--- config.mk ---
export PLATFORM = sky130hd
export DESIGN_NAME = sfr_host
export DESIGN_NICKNAME = d
export VERILOG_FILES = /design/src/shared/sfr_pkg.sv /design/src/design/sfr_sleep_pulse.sv /design/src/design/sfr_host.sv
export VERILOG_INCLUDE_DIRS = /design/src /design/src/shared
export SDC_FILE = /design/constraint.sdc
export NUM_CORES = 1
export LEC_CHECK = 0
export ABC_AREA = 1
export BUFFER_PORTS_ARGS = -buffer_cell sky130_fd_sc_hd__buf_2
export CAP_MARGIN = 10
export CORE_MARGIN = 1.5
export CORE_UTILIZATION = 30
export DETAILED_ROUTE_END_ITERATION = 6
export PLACE_DENSITY = 0.56
export SETUP_SLACK_MARGIN = 0.3
export SLEW_MARGIN = 20
export SYNTH_ARGS = -nofsm -noshare
export SYNTH_HDL_FRONTEND = slang
export SYNTH_SLANG_ARGS = --single-unit
--- constraint.sdc ---
create_clock -name clk_sys -period 2.18 [get_ports clk_sys]
set_input_delay 0.327 -clock clk_sys [delete_from_list [all_inputs] [get_ports clk_sys]]
set_output_delay 0.327 -clock clk_sys [all_outputs]
set_load 0.03 [all_outputs]
--- src/shared/sfr_cfg.svh ---
`ifndef SFR_CFG_SVH
`define SFR_CFG_SVH

// ----------------------------------------
// Controller register map (word offsets on the software port)
// ----------------------------------------
`define SFR_OFF_CMD 4'h0
`define SFR_OFF_CTRL 4'h1
`define SFR_OFF_STATUS 4'h2
`define SFR_OFF_RESP 4'h3
`define SFR_OFF_SUMMARY 4'h4
`define SFR_OFF_THERMAL 4'h5
`define SFR_OFF_POWER 4'h6

// ----------------------------------------
// Command register fields
// ----------------------------------------
`define SFR_CMD_RW_BIT 15
`define SFR_CMD_ADDR_HI 14
`define SFR_CMD_ADDR_LO 9
`define SFR_CMD_PAR_BIT 8

// ----------------------------------------
// Control register fields
// ----------------------------------------
`define SFR_CTRL_START_BIT 0
`define SFR_CTRL_PULSE_BIT 1
`define SFR_CTRL_SLEEP_BIT 2

// ----------------------------------------
// Device map
// ----------------------------------------
`define SFR_DEV_SUMMARY 6'h00
`define SFR_DEV_THERMAL 6'h01
`define SFR_DEV_POWER 6'h02
`define SFR_DEV_LAST 6'h0C
`define SFR_FRAME_BITS 16

// ----------------------------------------
// Timing
// ----------------------------------------
`define SFR_CLK_HZ 10000000
`define SFR_SCLK_HALF_CYC 4
`define SFR_CS_GAP_NS 400
`define SFR_CS_GAP_CYC ((`SFR_CS_GAP_NS * (`SFR_CLK_HZ / 1000000) + 999) / 1000)
`define SFR_RST_LOW_CYC 10

`endif

--- src/shared/sfr_pkg.sv ---
package sfr_pkg;
  typedef enum logic [4:0] {
    SFR_IDLE = 5'b00001,
    SFR_LEAD = 5'b00010,
    SFR_SHIFT = 5'b00100,
    SFR_TAIL = 5'b01000,
    SFR_GAP = 5'b10000
  } sfr_state_t;
  typedef logic [15:0] sfr_word_t;
endpackage

--- src/design/sfr_sleep_pulse.sv ---
`timescale 1ns/10ps
`include "sfr_cfg.svh"

module sfr_sleep_pulse #(
  parameter int LOW_CYC = `SFR_RST_LOW_CYC
) (
  // Clock and reset.
  input wire logic clk_sys,
  input wire logic sys_rst,
  // Control.
  input wire logic pulseReq,
  input wire logic sleepHold,
  // Pin and status.
  output logic sleepPinActiveLow,
  output logic pulseBusy
);
  import sfr_pkg::*;

  logic [15:0] cnt;
  logic [15:0] next_cnt;
  logic next_pin;
  logic next_busy;

  // --------------------------------
  // Pulse timing
  // --------------------------------
  // The low phase is kept short so the device clears faults instead of shutting down.
  always_comb begin
    next_cnt = cnt;
    next_busy = pulseBusy;
    next_pin = 1'b1;
    if (pulseBusy) begin
      next_pin = 1'b0;
      if (cnt == 16'(LOW_CYC - 1)) begin
        next_busy = 1'b0;
        next_pin = 1'b1;
        next_cnt = 16'h0000;
      end else begin
        next_cnt = cnt + 16'h0001;
      end
    end else if (pulseReq && !sleepHold) begin
      next_busy = 1'b1;
      next_pin = 1'b0;
      next_cnt = 16'h0000;
    end
    if (sleepHold) begin
      next_pin = 1'b0;
    end
  end

  // Registers of the pulse generator.
  always_ff @(posedge clk_sys) begin
    if (sys_rst) begin
      cnt <= 16'h0000;
      pulseBusy <= 1'b0;
      sleepPinActiveLow <= 1'b1;
    end else begin
      cnt <= next_cnt;
      pulseBusy <= next_busy;
      sleepPinActiveLow <= next_pin;
    end
  end
endmodule // sfr_sleep_pulse

--- src/design/sfr_host.sv ---
// Added by the designer: the strobed register port.
`timescale 1ns/10ps
`include "sfr_cfg.svh"

module sfr_host #(
  parameter int HALF_CYC = `SFR_SCLK_HALF_CYC,
  parameter int LOW_CYC = `SFR_RST_LOW_CYC
) (
  // Clock and reset.
  input wire logic clk_sys,
  input wire logic sys_rst,
  // Software port.
  input wire logic [3:0] regAddr,
  input wire logic [15:0] regWdata,
  input wire logic regWr,
  input wire logic regRd,
  output logic [15:0] regRdata,
  // Serial link to the device.
  output logic chipSelectActiveLow,
  output logic serialClock,
  output logic serialOut,
  input wire logic serialIn,
  // Sleep pin.
  output logic sleepPinActiveLow
);
  import sfr_pkg::*;

  localparam int GAP_CYC = (`SFR_CS_GAP_CYC < 1) ? 1 : `SFR_CS_GAP_CYC;

  sfr_state_t state;
  sfr_state_t next_state;
  sfr_pkg::sfr_word_t cmd;
  sfr_pkg::sfr_word_t next_cmd;
  sfr_pkg::sfr_word_t txShift;
  sfr_pkg::sfr_word_t next_txShift;
  sfr_pkg::sfr_word_t rxShift;
  sfr_pkg::sfr_word_t next_rxShift;
  sfr_pkg::sfr_word_t resp;
  sfr_pkg::sfr_word_t next_resp;
  logic [7:0] summary;
  logic [7:0] next_summary;
  logic [7:0] thermal;
  logic [7:0] next_thermal;
  logic [7:0] power;
  logic [7:0] next_power;
  logic [7:0] tick;
  logic [7:0] next_tick;
  logic [4:0] bitCnt;
  logic [4:0] next_bitCnt;
  logic busy;
  logic next_busy;
  logic done;
  logic next_done;
  logic sleepHold;
  logic next_sleepHold;
  logic [15:0] next_rdata;
  logic next_cs;
  logic next_sclk;
  logic next_sdo;
  logic sdiMeta;
  logic sdiSync;
  logic pulseReq;
  logic pulseBusy;
  logic startReq;

  // --------------------------------
  // Input synchroniser
  // --------------------------------
  // The response pin comes from the device domain.
  always_ff @(posedge clk_sys) begin
    if (sys_rst) begin
      sdiMeta <= 1'b0;
      sdiSync <= 1'b0;
    end else begin
      sdiMeta <= serialIn;
      sdiSync <= sdiMeta;
    end
  end

  // Writes to the control register start frames and pulses.
  // fault clear pulse request
  assign startReq = regWr && (regAddr == `SFR_OFF_CTRL) && regWdata[`SFR_CTRL_START_BIT];
  assign pulseReq = regWr && (regAddr == `SFR_OFF_CTRL) && regWdata[`SFR_CTRL_PULSE_BIT];

  sfr_sleep_pulse #(
    .LOW_CYC(LOW_CYC)
  ) u_pulse (
    .clk_sys(clk_sys),
    .sys_rst(sys_rst),
    .pulseReq(pulseReq),
    .sleepHold(sleepHold),
    .sleepPinActiveLow(sleepPinActiveLow),
    .pulseBusy(pulseBusy)
  );

  // --------------------------------
  // Frame engine
  // --------------------------------
  // A frame is only started from idle so a write during a frame cannot corrupt it.
  always_comb begin
    next_state = state;
    next_cmd = cmd;
    next_txShift = txShift;
    next_rxShift = rxShift;
    next_resp = resp;
    next_summary = summary;
    next_thermal = thermal;
    next_power = power;
    next_tick = tick;
    next_bitCnt = bitCnt;
    next_busy = busy;
    next_done = done;
    next_sleepHold = sleepHold;
    next_cs = chipSelectActiveLow;
    next_sclk = serialClock;
    next_sdo = serialOut;
    if (regWr && regAddr == `SFR_OFF_CMD && !busy) begin
      next_cmd = regWdata;
      next_cmd[`SFR_CMD_PAR_BIT] = ^{regWdata[15:9], regWdata[7:0]};
    end
    if (regWr && regAddr == `SFR_OFF_CTRL) begin
      next_sleepHold = regWdata[`SFR_CTRL_SLEEP_BIT];
      if (regWdata[`SFR_CTRL_START_BIT]) begin
        next_done = 1'b0;
      end
    end
    if (sleepHold) begin
      next_summary = 8'h00;
      next_thermal = 8'h00;
      next_power = 8'h00;
    end
    case (state)
      SFR_IDLE: begin
        next_cs = 1'b1;
        next_sclk = 1'b0;
        if (startReq && !sleepHold) begin
          next_busy = 1'b1;
          next_txShift = next_cmd;
          next_cs = 1'b0;
          next_sclk = 1'b0;
          next_tick = 8'h00;
          next_bitCnt = 5'h00;
          next_state = SFR_LEAD;
        end
      end
      SFR_LEAD: begin
        if (tick == 8'(HALF_CYC - 1)) begin
          next_tick = 8'h00;
          next_sclk = 1'b1;
          next_sdo = txShift[15];
          next_txShift = {txShift[14:0], 1'b0};
          next_state = SFR_SHIFT;
        end else begin
          next_tick = tick + 8'h01;
        end
      end
      SFR_SHIFT: begin
        if (tick == 8'(HALF_CYC - 1)) begin
          next_tick = 8'h00;
          if (serialClock) begin
            next_sclk = 1'b0;
            next_rxShift = {rxShift[14:0], sdiSync};
            next_bitCnt = bitCnt + 5'h01;
            if (bitCnt == 5'(`SFR_FRAME_BITS - 1)) begin
              next_state = SFR_TAIL;
            end
          end else begin
            next_sclk = 1'b1;
            next_sdo = txShift[15];
            next_txShift = {txShift[14:0], 1'b0};
          end
        end else begin
          next_tick = tick + 8'h01;
        end
      end
      SFR_TAIL: begin
        if (tick == 8'(HALF_CYC - 1)) begin
          next_tick = 8'h00;
          next_cs = 1'b1;
          next_sdo = 1'b0;
          next_resp = rxShift;
          if (cmd[`SFR_CMD_RW_BIT]) begin
            case (cmd[`SFR_CMD_ADDR_HI:`SFR_CMD_ADDR_LO])
              `SFR_DEV_SUMMARY: next_summary = rxShift[7:0];
              `SFR_DEV_THERMAL: next_thermal = rxShift[7:0];
              `SFR_DEV_POWER: next_power = rxShift[7:0];
              default: next_power = power;
            endcase
          end
          next_state = SFR_GAP;
        end else begin
          next_tick = tick + 8'h01;
        end
      end
      SFR_GAP: begin
        if (tick == 8'(GAP_CYC - 1)) begin
          next_tick = 8'h00;
          next_busy = 1'b0;
          next_done = 1'b1;
          next_state = SFR_IDLE;
        end else begin
          next_tick = tick + 8'h01;
        end
      end
      default: begin
        next_state = SFR_IDLE;
        next_cs = 1'b1;
        next_sclk = 1'b0;
        next_busy = 1'b0;
      end
    endcase
  end

  // --------------------------------
  // Software read mux
  // --------------------------------
  // Status shows busy, done, pulse, the fault bit of the last status byte and the low three bits of the power register.
  always_comb begin
    next_rdata = 16'h0000;
    if (regRd) begin
      case (regAddr)
        `SFR_OFF_CMD: next_rdata = cmd;
        `SFR_OFF_CTRL: next_rdata = {13'h0000, sleepHold, 2'b00};
        `SFR_OFF_STATUS: next_rdata = {8'h00, power[2:0], resp[13], 1'b0, pulseBusy, done, busy};
        `SFR_OFF_RESP: next_rdata = resp;
        `SFR_OFF_SUMMARY: next_rdata = {8'h00, summary};
        `SFR_OFF_THERMAL: next_rdata = {8'h00, thermal};
        `SFR_OFF_POWER: next_rdata = {8'h00, power};
        default: next_rdata = 16'h0000;
      endcase
    end
  end

  always_ff @(posedge clk_sys) begin
    if (sys_rst) begin
      state <= SFR_IDLE;
      cmd <= 16'h0000;
      txShift <= 16'h0000;
      rxShift <= 16'h0000;
      resp <= 16'h0000;
      summary <= 8'h00;
      thermal <= 8'h00;
      power <= 8'h00;
      tick <= 8'h00;
      bitCnt <= 5'h00;
      busy <= 1'b0;
      done <= 1'b0;
      sleepHold <= 1'b0;
      regRdata <= 16'h0000;
      chipSelectActiveLow <= 1'b1;
      serialClock <= 1'b0;
      serialOut <= 1'b0;
    end else begin
      state <= next_state;
      cmd <= next_cmd;
      txShift <= next_txShift;
      rxShift <= next_rxShift;
      resp <= next_resp;
      summary <= next_summary;
      thermal <= next_thermal;
      power <= next_power;
      tick <= next_tick;
      bitCnt <= next_bitCnt;
      busy <= next_busy;
      done <= next_done;
      sleepHold <= next_sleepHold;
      regRdata <= next_rdata;
      chipSelectActiveLow <= next_cs;
      serialClock <= next_sclk;
      serialOut <= next_sdo;
    end
  end
endmodule // sfr_host

==> results of run 1 <==
## per-layer routing
layer / wire length, um / vias up / track usage (%) / part of all wire, %
met5: 0 / - / 0 / 0
met4: 181 / 0 / 5.270 / 1.0
met3: 801 / 20 / 3.213 / 4.4
met2: 8100 / 128 / 24.89 / 45
met1: 8996 / 2858 / 21.70 / 50
li1: - / 3287 / - / -
## layout by cell type, fill, tap and decap left out, drive strengths merged, types with 7 or more instances in the layout
| cell type | synthesis | final |
|---|---|---|
| a21oi | 94 | 94 |
| o22ai | 13 | 13 |
| nor3 | 18 | 18 |
| a211oi | 7 | 7 |
| dfxtp | 148 | 148 |
| nand2 | 171 | 171 |
| buf | 12 | 81 |
| o21ai | 102 | 102 |
| nand4 | 13 | 13 |
| clkbuf | 25 | 21 |
| nor2 | 139 | 139 |
| nand3 | 60 | 60 |
| inv | 119 | 118 |
## power by group
| part | switching, uW | total (uW) | internal [uW] |
|---|---|---|---|
| sequential | 94.8 | 2960 | 2870 |
| clock | 1130 | 3320 | 2190 |
| combinational | 915 | 1390 | 479 |
## cell type report
| class | instances | area, um2 |
|---|---|---|
| multi-input combinational | 655 | 3286 |
| clock buffer | 21 | 460.4 |
| timing repair buffer | 81 | 541.8 |
| fill | 2340 | 13750 |
| inverter | 121 | 461.7 |
| tap | 280 | 350.3 |
| clock inverter | 10 | 202.7 |
| sequential | 148 | 2970 |
## sequential cells by signal (all words and copies together) (netlist names), 5 cells and up
| name | flops |
|---|---|
| bitCnt | 5 |
| tick | 8 |
| state | 5 |
| thermal | 8 |
| regRdata | 16 |
| summary | 8 |
| power | 8 |
| rxShift | 16 |
| cmd | 16 |
| u_pulse.cnt | 16 |
| resp | 16 |
| txShift | 16 |
## worst min-delay path by stage
stage,from,endpoint,cells past startpoint
3_3_place_gp,sdiMeta,sdiSync,2
5_1_grt,serialIn,sdiMeta,3
3_5_place_dp,sdiMeta,sdiSync,2
6_report,serialIn,sdiMeta,3
2_1_floorplan,sdiMeta,sdiSync,2
4_1_cts,serialIn,sdiMeta,3
## cell families after synthesis
family / count (synthesis) / synth area share (%)
fa+ha+maj: 5 / 0.9181
xor+xnor: 5 / 0.6428
simple gates: 412 / 27.05
compound gates: 233 / 18.62
buf+inv: 158 / 9.291
flops: 148 / 43.48
## cells in the mapped netlist, types with 2 or more instances
cell type                    n  area (um2)
sky130_fd_sc_hd__dfxtp_1   148        2963
sky130_fd_sc_hd__buf_6       3       33.78
sky130_fd_sc_hd__or2_0       2       12.51
sky130_fd_sc_hd__a21oi_1    93       465.5
sky130_fd_sc_hd__nor2_2      4       25.02
sky130_fd_sc_hd__nand2_4     2       22.52
sky130_fd_sc_hd__nor3b_1     2       15.01
sky130_fd_sc_hd__o22ai_1    13       81.33
sky130_fd_sc_hd__inv_2       3       11.26
sky130_fd_sc_hd__or2_2       2       12.51
sky130_fd_sc_hd__o21ai_0    85       425.4
sky130_fd_sc_hd__o21ai_1    15       75.07
sky130_fd_sc_hd__nand3_1    56       280.3
sky130_fd_sc_hd__nand3_2     3       30.03
sky130_fd_sc_hd__a31oi_1     4       25.02
sky130_fd_sc_hd__nor2_4      3       33.78
sky130_fd_sc_hd__nand4_2     2       25.02
sky130_fd_sc_hd__nor3_2      2       20.02
sky130_fd_sc_hd__ha_1        5       62.56
sky130_fd_sc_hd__o21ai_2     2       17.52
sky130_fd_sc_hd__a211oi_1    6       45.04
sky130_fd_sc_hd__nor2_1    132       495.5
sky130_fd_sc_hd__clkbuf_1   25       93.84
sky130_fd_sc_hd__buf_2       8       40.04
sky130_fd_sc_hd__xor2_1      2       17.52
sky130_fd_sc_hd__nand4_1    11       68.82
sky130_fd_sc_hd__nor3_1     15       75.07
sky130_fd_sc_hd__o211ai_1    3       22.52
sky130_fd_sc_hd__o31ai_1     2       15.01
sky130_fd_sc_hd__a221oi_1    3       26.28
sky130_fd_sc_hd__nand2_1   168       630.6
sky130_fd_sc_hd__xnor2_1     3       26.28
sky130_fd_sc_hd__inv_1     115       431.7
## what timing repair did
action	CTS	global route
setup endpoints to repair	10	48
buffers inserted	0	5
resized for setup	2	22
pin swaps	1	7
## worst max-delay path: stages (launching register included)
cell	delay, ns
sky130_fd_sc_hd__dfxtp_1	0.34
sky130_fd_sc_hd__nor2_2	0.22
sky130_fd_sc_hd__nand3_2	0.21
sky130_fd_sc_hd__nor2_4	0.17
sky130_fd_sc_hd__inv_1	0.09
sky130_fd_sc_hd__nand3_1	0.16
sky130_fd_sc_hd__nor2_4	0.05
sky130_fd_sc_hd__buf_12	0.15
sky130_fd_sc_hd__o21ai_0	0.14
sky130_fd_sc_hd__a21oi_1	0.05
## per-stage QoR
step	power [uW]	util, %	cell area [um2]	worst slack [ns]
3_3_place_gp	4350	33.96	7481	0.2197
6_report	7677	37.56	8273	0.4376
3_5_place_dp	4370	33.96	7481	0.1960
5_1_grt	8072	37.56	8273	0.2941
4_1_cts	7715	37.00	8149	0.3150
2_1_floorplan	4006	-	6814	0.5751
==> reports/summary.log, run 1 <==
INFO  status         run_status=finished, final reports clean
INFO  clock_tree     cts_tree=built
INFO  logic_synthesis post_synth_top_flop=sky130_fd_sc_hd__dfxtp_1
INFO  drt            dr.pass1.iters=5
INFO  place          routabilityCongestion=0.8365
INFO  worst_setup_path capture_point_of_the_worst_reg_to_reg_path=txShift[15]
INFO  worst_setup_path rr_worst_depth=9
INFO  worst_setup_path cp-startpoint=state[0]
INFO  place          placedCellCount=1280
INFO  pwr            p_leak=0.003364uW
INFO  sta            period_needed=1.742ns
INFO  min_path       hp-class=input port to register
INFO  logic_synthesis syn_nets=991
INFO  logic_synthesis post_synthesis_mean_instance_area=7.091um2
INFO  cells_and_area n_antenna_cell=0
INFO  floorplanning  die_area=23630um2
INFO  cells_and_area fraction_of_layout_instances_using_a_drive_strength_above_1=15.15%
INFO  floorplanning  initial_cell_density_of_the_core=30.94%
INFO  worst_setup_path r2r_setup_slack=0.44ns
INFO  logic_synthesis synthDistinctLibCells=52
INFO  global_routing globalRoute.totalOverflow=0
INFO  cells_and_area instances_no_fill=1316
INFO  sta            clock-skew-final=0.006317ns
INFO  logic_synthesis async_sr_flop_fraction=0%
INFO  clock_tree     tritoncts.num_buffers=17
INFO  worst_setup_path critical_path_arrival=2.05ns
INFO  logic_synthesis synth_seq_area_share=43.48%
INFO  sta            drv_slew=0
INFO  global_routing grt_first_pass_wirelength=29770um
INFO  cells_and_area nNetsFinal=1054
INFO  clock_tree     clk_pin_slew=0.06ns
INFO  drt            drt_wl_total=18080um
INFO  floorplanning  die_w=153.7um
INFO  clock_tree     clock-sinks=148
INFO  sta            timing.final.setup_violations=0
INFO  clock_tree     cts_hold_buffers=0
INFO  pwr            pwr_density_cell=927.9nW/um2
INFO  sta            hold_viol_final=0
INFO  pwr            peak_ir_drop_on_the_vdd_network=0.0003922V
INFO  drt            detail_route.iter0.violations=405
INFO  flow_run       cap_viol_max_count=0
INFO  drt            vias_per_cell=4.782
INFO  logic_synthesis synth_seq_cells=148
INFO  global_routing antenna_found_initial=0
INFO  logic_synthesis synthesized_area=6814um2
INFO  global_routing maximum_number_of_pins_on_one_net_before_global_route_repair=50
INFO  floorplanning  top_level_i_o_count=45
INFO  worst_setup_path end_kind=register
INFO  floorplanning  fp-row-count=54
INFO  global_routing grt_pass1_vias=5877
INFO  logic_synthesis synth.yosys.warnings=0
INFO  drt            routed_wire_length_per_instance=13.74um
INFO  worst_setup_path worst-endpoint-required=2.49ns
INFO  place          io_buffers=43
INFO  place          dpl_wire_length=12620um
INFO  sta            fmaxAchievable=573.9MHz
INFO  worst_setup_path crit-reg2reg-launch=state[0]
INFO  drt            post-route-drc-count=0
INFO  drt            vias=6293
INFO  logic_synthesis netlist_instances=961
INFO  sta            tightest_slew=0.6290ns
INFO  global_routing track_usage=15.86%
INFO  clock_tree     htree_num_levels=4
INFO  worst_setup_path worst-setup-path-type=register to register
INFO  clock_tree     clock_latency=0.42ns
INFO  sta            rsz0062_at_grt=false
INFO  worst_setup_path timing.critical_path.to=txShift[15]
INFO  floorplanning  area_inside_the_core_boundary=22030um2
INFO  logic_synthesis post_synth_edffs=0
INFO  sta            timing.slew.headroom=58.07%
INFO  cells_and_area syn2layout_area_growth=21.41%
INFO  drt            ant_nets=0
INFO  clock_tree     root_buffer_cell=sky130_fd_sc_hd__clkbuf_16
INFO  worst_setup_path critPathLaunchType=register
INFO  worst_setup_path critical_path_peak_fanout=31
INFO  sta            whs=0.1114ns
INFO  floorplanning  chipHeight=153.7um
INFO  sta            final.setup.tns=0ns
INFO  sta            period_share=79.93%
INFO  clock_tree     clock_path_buffers=2
Note: power is estimated with default switching activity, not from simulation.
==> run 2: changes to the inputs <==
- PLACE_DENSITY: 0.56 -> 0.58
- clock period: 2.18 -> 1.45 ns (I/O delays scaled with it)
==> run 2 against run 1 <==
  * The run now ends with negative setup slack left
  * Clock power increased by 55%
  * Maximum frequency increased by 3.4%
  * Die area unchanged
  * Sequential cell count is the same
  * Largest cell class unchanged
  * Combinational power is 140% higher
  * Sequential power rose by 52%
  * Critical path type unchanged
==> reports/summary.log, run 2 (synthesized netlist as in run 1, its figures left out) <==
INFO  drt            post-route-drc-count=0
INFO  sta            tightest_slew=0.7548ns
INFO  floorplanning  die_w=153.7um
INFO  worst_setup_path critical_path_peak_fanout=6
INFO  sta            final.setup.tns=-13.73ns
INFO  worst_setup_path worst-setup-path-type=register to register
INFO  pwr            peak_ir_drop_on_the_vdd_network=0.0008128V
INFO  pwr            comb_power_share=25.7%
INFO  cells_and_area n_antenna_cell=0
INFO  clock_tree     clk_pin_slew=0.06ns
INFO  worst_setup_path critical_path_arrival=2.00ns
INFO  worst_setup_path capture_point_of_the_worst_reg_to_reg_path=bitCnt[3]
INFO  place          placedCellCount=1357
INFO  sta            period_needed=1.686ns
INFO  cells_and_area fraction_of_layout_instances_using_a_drive_strength_above_1=41.00%
INFO  pwr            netSwitchingFraction=29.01%
INFO  sta            hold_viol_final=0
INFO  drt            ant_nets=0
INFO  place          io_buffers=43
INFO  drt            routed_wire_length_per_instance=15.18um
INFO  sta            timing.final.setup_violations=100
INFO  cells_and_area filler_cell_count=2058
INFO  sta            timing.slew.headroom=49.68%
INFO  min_path       hp-class=input port to register
INFO  worst_setup_path critPathLaunchType=register
INFO  sta            fmaxAchievable=593.2MHz
INFO  worst_setup_path rr_worst_depth=10
INFO  worst_setup_path end_kind=register
INFO  drt            vias_per_cell=4.885
INFO  global_routing maximum_number_of_pins_on_one_net_before_global_route_repair=50
INFO  place          dpl_wire_length=13640um
INFO  floorplanning  top_level_i_o_count=45
INFO  clock_tree     clock_latency=0.43ns
INFO  sta            worst_setup_margin=-0.2358ns
INFO  worst_setup_path worst-endpoint-required=1.77ns
INFO  drt            vias=7015
INFO  sta            rsz0062_at_grt=true
INFO  pwr            internal-power=9216uW
INFO  drt            detail_route.iter0.violations=431
INFO  cells_and_area instances_no_fill=1436
INFO  floorplanning  initial_cell_density_of_the_core=30.94%
INFO  clock_tree     htree_num_levels=4
INFO  place          dpl_worst_slack=-0.2536ns
INFO  global_routing grt_pass1_vias=6907
INFO  cells_and_area area_occupied_by_multi_input_gates=4203um2
INFO  floorplanning  area_inside_the_core_boundary=22030um2
INFO  min_path       timing.hold.worst.start=serialIn
INFO  cells_and_area syn2layout_area_growth=56.68%
INFO  worst_setup_path crit-reg2reg-launch=tick[1]
INFO  cells_and_area footprint_of_the_flip_flops_and_latches=3003um2
INFO  cells_and_area nNetsFinal=1174
INFO  sta            drv_slew=0
INFO  global_routing antenna_found_initial=0
INFO  drt            drt_wl_total=21800um
INFO  floorplanning  die_area=23630um2
INFO  clock_tree     cts_tree=built
INFO  clock_tree     clock-sinks=148
INFO  pwr            pwr-share-seq=34.6%
INFO  pwr            p_leak=0.004336uW
INFO  place          routabilityCongestion=0.8220
INFO  global_routing globalRoute.totalOverflow=0
INFO  clock_tree     root_buffer_cell=sky130_fd_sc_hd__clkbuf_16
INFO  sta            period_share=116.3%
INFO  cells_and_area most-common-layout-cells=sky130_fd_sc_hd__nand2_1, sky130_fd_sc_hd__dfxtp_1, sky130_fd_sc_hd__nor2_1, sky130_fd_sc_hd__buf_4, sky130_fd_sc_hd__inv_1
INFO  pwr            pwr_density_cell=1216nW/um2
INFO  floorplanning  chipHeight=153.7um
INFO  status         run_status=finished with violations
INFO  pwr            clock_power_share=39.8%
INFO  sta            clock-skew-final=0.01087ns
INFO  min_path       worst_hold_path.num_cells=3
INFO  drt            dr.pass1.iters=5
INFO  floorplanning  fp-row-count=54
INFO  global_routing track_usage=18.69%
INFO  pwr            netSwitchingPower=3767uW
INFO  min_path       hold_path_endpoint=sdiMeta
INFO  status         failed_checks=negative setup slack
INFO  global_routing grt_first_pass_wirelength=35000um
INFO  cells_and_area layout.cells.most_common=sky130_fd_sc_hd__nand2_1
INFO  cells_and_area utilization=48.47%
INFO  clock_tree     tritoncts.num_buffers=17
INFO  worst_setup_path r2r_setup_slack=-0.24ns
INFO  clock_tree     clock_path_buffers=2
INFO  flow_run       cap_viol_max_count=0
## run 2: per-layer routing
layer	global-route usage [%]	wire, um	vias up
met5	0	0	-
met4	5.687	460	0
met3	3.833	787	36
met2	32.58	11060	129
met1	23.13	9490	3296
li1	-	-	3554
## run 2: repair_timing
item | 4_1_cts | 5_1_grt
hold endpoints to repair | 0 | 0
hold buffers | 0 | 0
setup buffers | 23 | 18
endpoints found under the setup margin | 138 | 153
pin swaps | 43 | 29
cloned | 7 | 0
resized for setup | 221 | 124
## run 2: area by class of cell
| cell class | instances | area share [%] |
|---|---|---|
| clock buffer | 24 | 4.887 |
| inverter | 121 | 4.793 |
| tap | 280 | 3.281 |
| clock inverter | 7 | 1.547 |
| timing repair buffer | 201 | 18.00 |
| multi-input combinational | 655 | 39.36 |
| sequential | 148 | 28.13 |
## run 2: power by group through the flow
stage          clock (uW)  sequential (uW)  combinational [uW]
5_1_grt              5410             4510                3630
4_1_cts              5210             4480                3060
3_3_place_gp            0             4540                2640
6_report             5160             4490                3330
2_1_floorplan           0             4560                1670
3_5_place_dp            0             4540                2680
## run 2: how the worst max path moves through the flow
| stage | slack, ns | cells after the start | endpoint | start |
|---|---|---|---|---|
| 2_1_floorplan | -0.13 | 7 | bitCnt[3] | tick[6] |
| 3_3_place_gp | -0.22 | 10 | txShift[0] | tick[6] |
| 3_5_place_dp | -0.25 | 10 | txShift[14] | tick[6] |
| 4_1_cts | -0.22 | 9 | bitCnt[1] | tick[1] |
| 5_1_grt | -0.33 | 9 | tick[4] | state[2] |
| 6_report | -0.24 | 10 | bitCnt[3] | tick[1] |
## run 2: critical path, cell delays in order (launching register included)
cell,delay [ns]
sky130_fd_sc_hd__dfxtp_2,0.36
sky130_fd_sc_hd__ha_4,0.15
sky130_fd_sc_hd__inv_4,0.04
sky130_fd_sc_hd__buf_12,0.11
sky130_fd_sc_hd__nor3_4,0.20
sky130_fd_sc_hd__buf_6,0.15
sky130_fd_sc_hd__nand2_8,0.06
sky130_fd_sc_hd__a21oi_4,0.22
sky130_fd_sc_hd__nand2_1,0.10
sky130_fd_sc_hd__nand2_2,0.12
sky130_fd_sc_hd__nor3b_2,0.06
## run 2: stage by stage
| stage | total power [uW] | instance area (um2) | hold slack (ns) |
|---|---|---|---|
| finish | 12980 | 10680 | 0.01420 |
| global route | 13550 | 10680 | 0.02056 |
| CTS | 12750 | 10160 | 0.009310 |
| detailed placement | 7224 | 8369 | 0.4171 |
| global placement | 7183 | 8369 | 0.4201 |
| floorplan | 6223 | 7112 | 0.3245 |
==> run 3: changes to the inputs <==
- CORE_ASPECT_RATIO: not set -> 0.8
- PLACE_DENSITY: 0.58 -> 0.46
==> run 3 against run 2 <==
  * The run still ends with negative setup slack left
  * Sequential cell count did not move
  * Final area rose by 5.1%
  * Largest cell class unchanged
  * Maximum frequency rose by 0.26%
  * Via count rose by 0.56%
==> reports/summary.log, run 3 (synthesized netlist as in run 1, its figures left out) <==
INFO  status         run_status=finished with violations
INFO  status         failed_checks=negative setup slack
INFO  pwr            pwr-share-seq=34.5%
INFO  floorplanning  die_w=171.5um
INFO  global_routing globalRoute.totalOverflow=0
INFO  worst_setup_path critPathLaunchType=register
INFO  global_routing maximum_number_of_pins_on_one_net_before_global_route_repair=50
INFO  flow_run       cap_viol_max_count=0
INFO  floorplanning  die_area=23630um2
INFO  pwr            pwr_density_cell=1163nW/um2
INFO  sta            final.setup.tns=-12.05ns
INFO  cells_and_area final_cell_area=11220um2
INFO  pwr            peak_ir_drop_on_the_vdd_network=0.0007122V
INFO  worst_setup_path worst-setup-path-type=register to register
INFO  drt            ant_nets=0
INFO  global_routing track_usage=19.00%
INFO  pwr            p_leak=0.004533uW
INFO  drt            detail_route.iter0.violations=389
INFO  pwr            netSwitchingFraction=32.76%
INFO  drt            vias=7054
INFO  drt            dr.pass1.iters=5
INFO  sta            period_needed=1.681ns
INFO  drt            routed_wire_length_per_instance=15.47um
INFO  min_path       hp-class=input port to register
INFO  pwr            finalPower=13050uW
INFO  sta            tightest_slew=0.3873ns
INFO  clock_tree     cts_tree=built
INFO  sta            fmaxAchievable=594.7MHz
INFO  sta            whs=0.1051ns
INFO  sta            clock-skew-final=0.01009ns
INFO  floorplanning  fp-row-count=49
INFO  cells_and_area instances_no_fill=1478
INFO  clock_tree     tritoncts.num_buffers=17
INFO  sta            worst_setup_margin=-0.2314ns
INFO  floorplanning  chipHeight=137.8um
INFO  cells_and_area n_antenna_cell=0
INFO  floorplanning  top_level_i_o_count=45
INFO  worst_setup_path critical_path.slowest_cell=sky130_fd_sc_hd__dfxtp_2
INFO  worst_setup_path path_buf_inv=2
INFO  cells_and_area nNetsFinal=1189
INFO  worst_setup_path critical_path.max_stage_delay=0.32ns
INFO  sta            hold_viol_final=0
INFO  clock_tree     htree_num_levels=4
INFO  place          routabilityCongestion=0.8120
INFO  drt            vias_per_cell=4.773
INFO  drt            post-route-drc-count=0
INFO  cells_and_area most-common-layout-cells=sky130_fd_sc_hd__nand2_1, sky130_fd_sc_hd__dfxtp_1, sky130_fd_sc_hd__buf_4, sky130_fd_sc_hd__nor2_1, sky130_fd_sc_hd__inv_1
INFO  worst_setup_path crit_family=simple AND/OR/NAND/NOR gates
INFO  drt            drt_wl_total=22860um
INFO  clock_tree     clock-sinks=148
INFO  pwr            netSwitchingPower=4274uW
INFO  clock_tree     clk_pin_slew=0.07ns
INFO  cells_and_area layout.cells.most_common=sky130_fd_sc_hd__nand2_1
INFO  clock_tree     root_buffer_cell=sky130_fd_sc_hd__clkbuf_16
INFO  global_routing grt_first_pass_wirelength=34240um
INFO  pwr            internal-power=8773uW
INFO  sta            drv_slew=0
INFO  place          dpl_wire_length=14720um
INFO  floorplanning  initial_cell_density_of_the_core=30.45%
INFO  place          io_buffers=43
INFO  worst_setup_path critical_path_peak_fanout=5
INFO  pwr            clock_power_share=35.5%
INFO  worst_setup_path worstPathCellList=or2_4, nor3_4, buf_12, nand2_8, a21oi_4, buf_6, nand3_2, nand2_1, nor2_1
INFO  worst_setup_path worst-endpoint-required=1.78ns
INFO  place          placedCellCount=1385
INFO  pwr            comb_power_share=30.1%
INFO  sta            period_share=116.0%
INFO  cells_and_area syn2layout_area_growth=64.65%
INFO  sta            timing.final.setup_violations=93
INFO  global_routing grt_pass1_vias=6368
INFO  cells_and_area fraction_of_layout_instances_using_a_drive_strength_above_1=48.12%
INFO  floorplanning  area_inside_the_core_boundary=22380um2
INFO  sta            timing.slew.headroom=74.14%
INFO  place          dpl_cell_area=8467um2
INFO  sta            rsz0062_at_grt=true
INFO  clock_tree     clock_latency=0.43ns
INFO  clock_tree     clock_path_buffers=2
INFO  worst_setup_path critical_path_arrival=2.01ns
INFO  global_routing antenna_found_initial=0
INFO  worst_setup_path end_kind=register
-- run 3: per-layer routing --
layer	wire, um	GRT usage, %
met2	10190	28.39
met1	11490	27.65
met4	199	5.166
met5	0	0
met3	977	3.591
-- run 3: path summary, 6_finish.rpt --
path	cells past startpoint	from	to	slack (ns)
max	9	tick[6]	bitCnt[2]	-0.23
min reg2reg	2	sdiMeta	sdiSync	0.41
min	3	regWdata[4]	cmd[4]	0.11
max reg2reg	9	tick[6]	bitCnt[2]	-0.23
-- run 3: what timing repair did --
action,CTS,global route
gates resized for setup,216,262
endpoints found under the hold margin,1,0
setup buffers,25,26
gates cloned,4,5
hold buffers,1,0
pin swaps,50,63
setup endpoints to repair,149,160
-- run 3: power by group through the flow --
stage / combinational, uW / clock (uW) / sequential [uW]
after global routing: 4250 / 4880 / 4520
after CTS: 3130 / 4720 / 4470
after detailed placement: 2740 / 0 / 4550
after global placement: 2710 / 0 / 4550
after floorplan: 1670 / 0 / 4560
final: 3920 / 4630 / 4500
-- run 3: cell type report --
type                            count  area, um2
Clock inverter                     15      185.2
Multi-Input combinational cell    655       4564
Fill cell                        2142      11160
Sequential cell                   148       3033
Tap cell                          306      382.9
Clock buffer                       17      425.4
Timing Repair Buffer              216       2115
Inverter                          121      514.2
-- run 3: worst register-to-register path, delay by kind of cell (launching register included) --
family	cells	cell delay, ns
buffers and inverters	2	0.31
AOI/OAI and AO/OA	1	0.26
DFF	1	0.32
and+or+nand+nor	6	0.69
-- run 3: stage by stage --
stage	worst slack (ns)	utilization (%)
global placement	-0.2885	37.84
CTS	-0.2188	44.90
finish	-0.2314	50.14
global route	-0.3273	50.14
detailed placement	-0.3300	37.84
floorplan	-0.1255	-
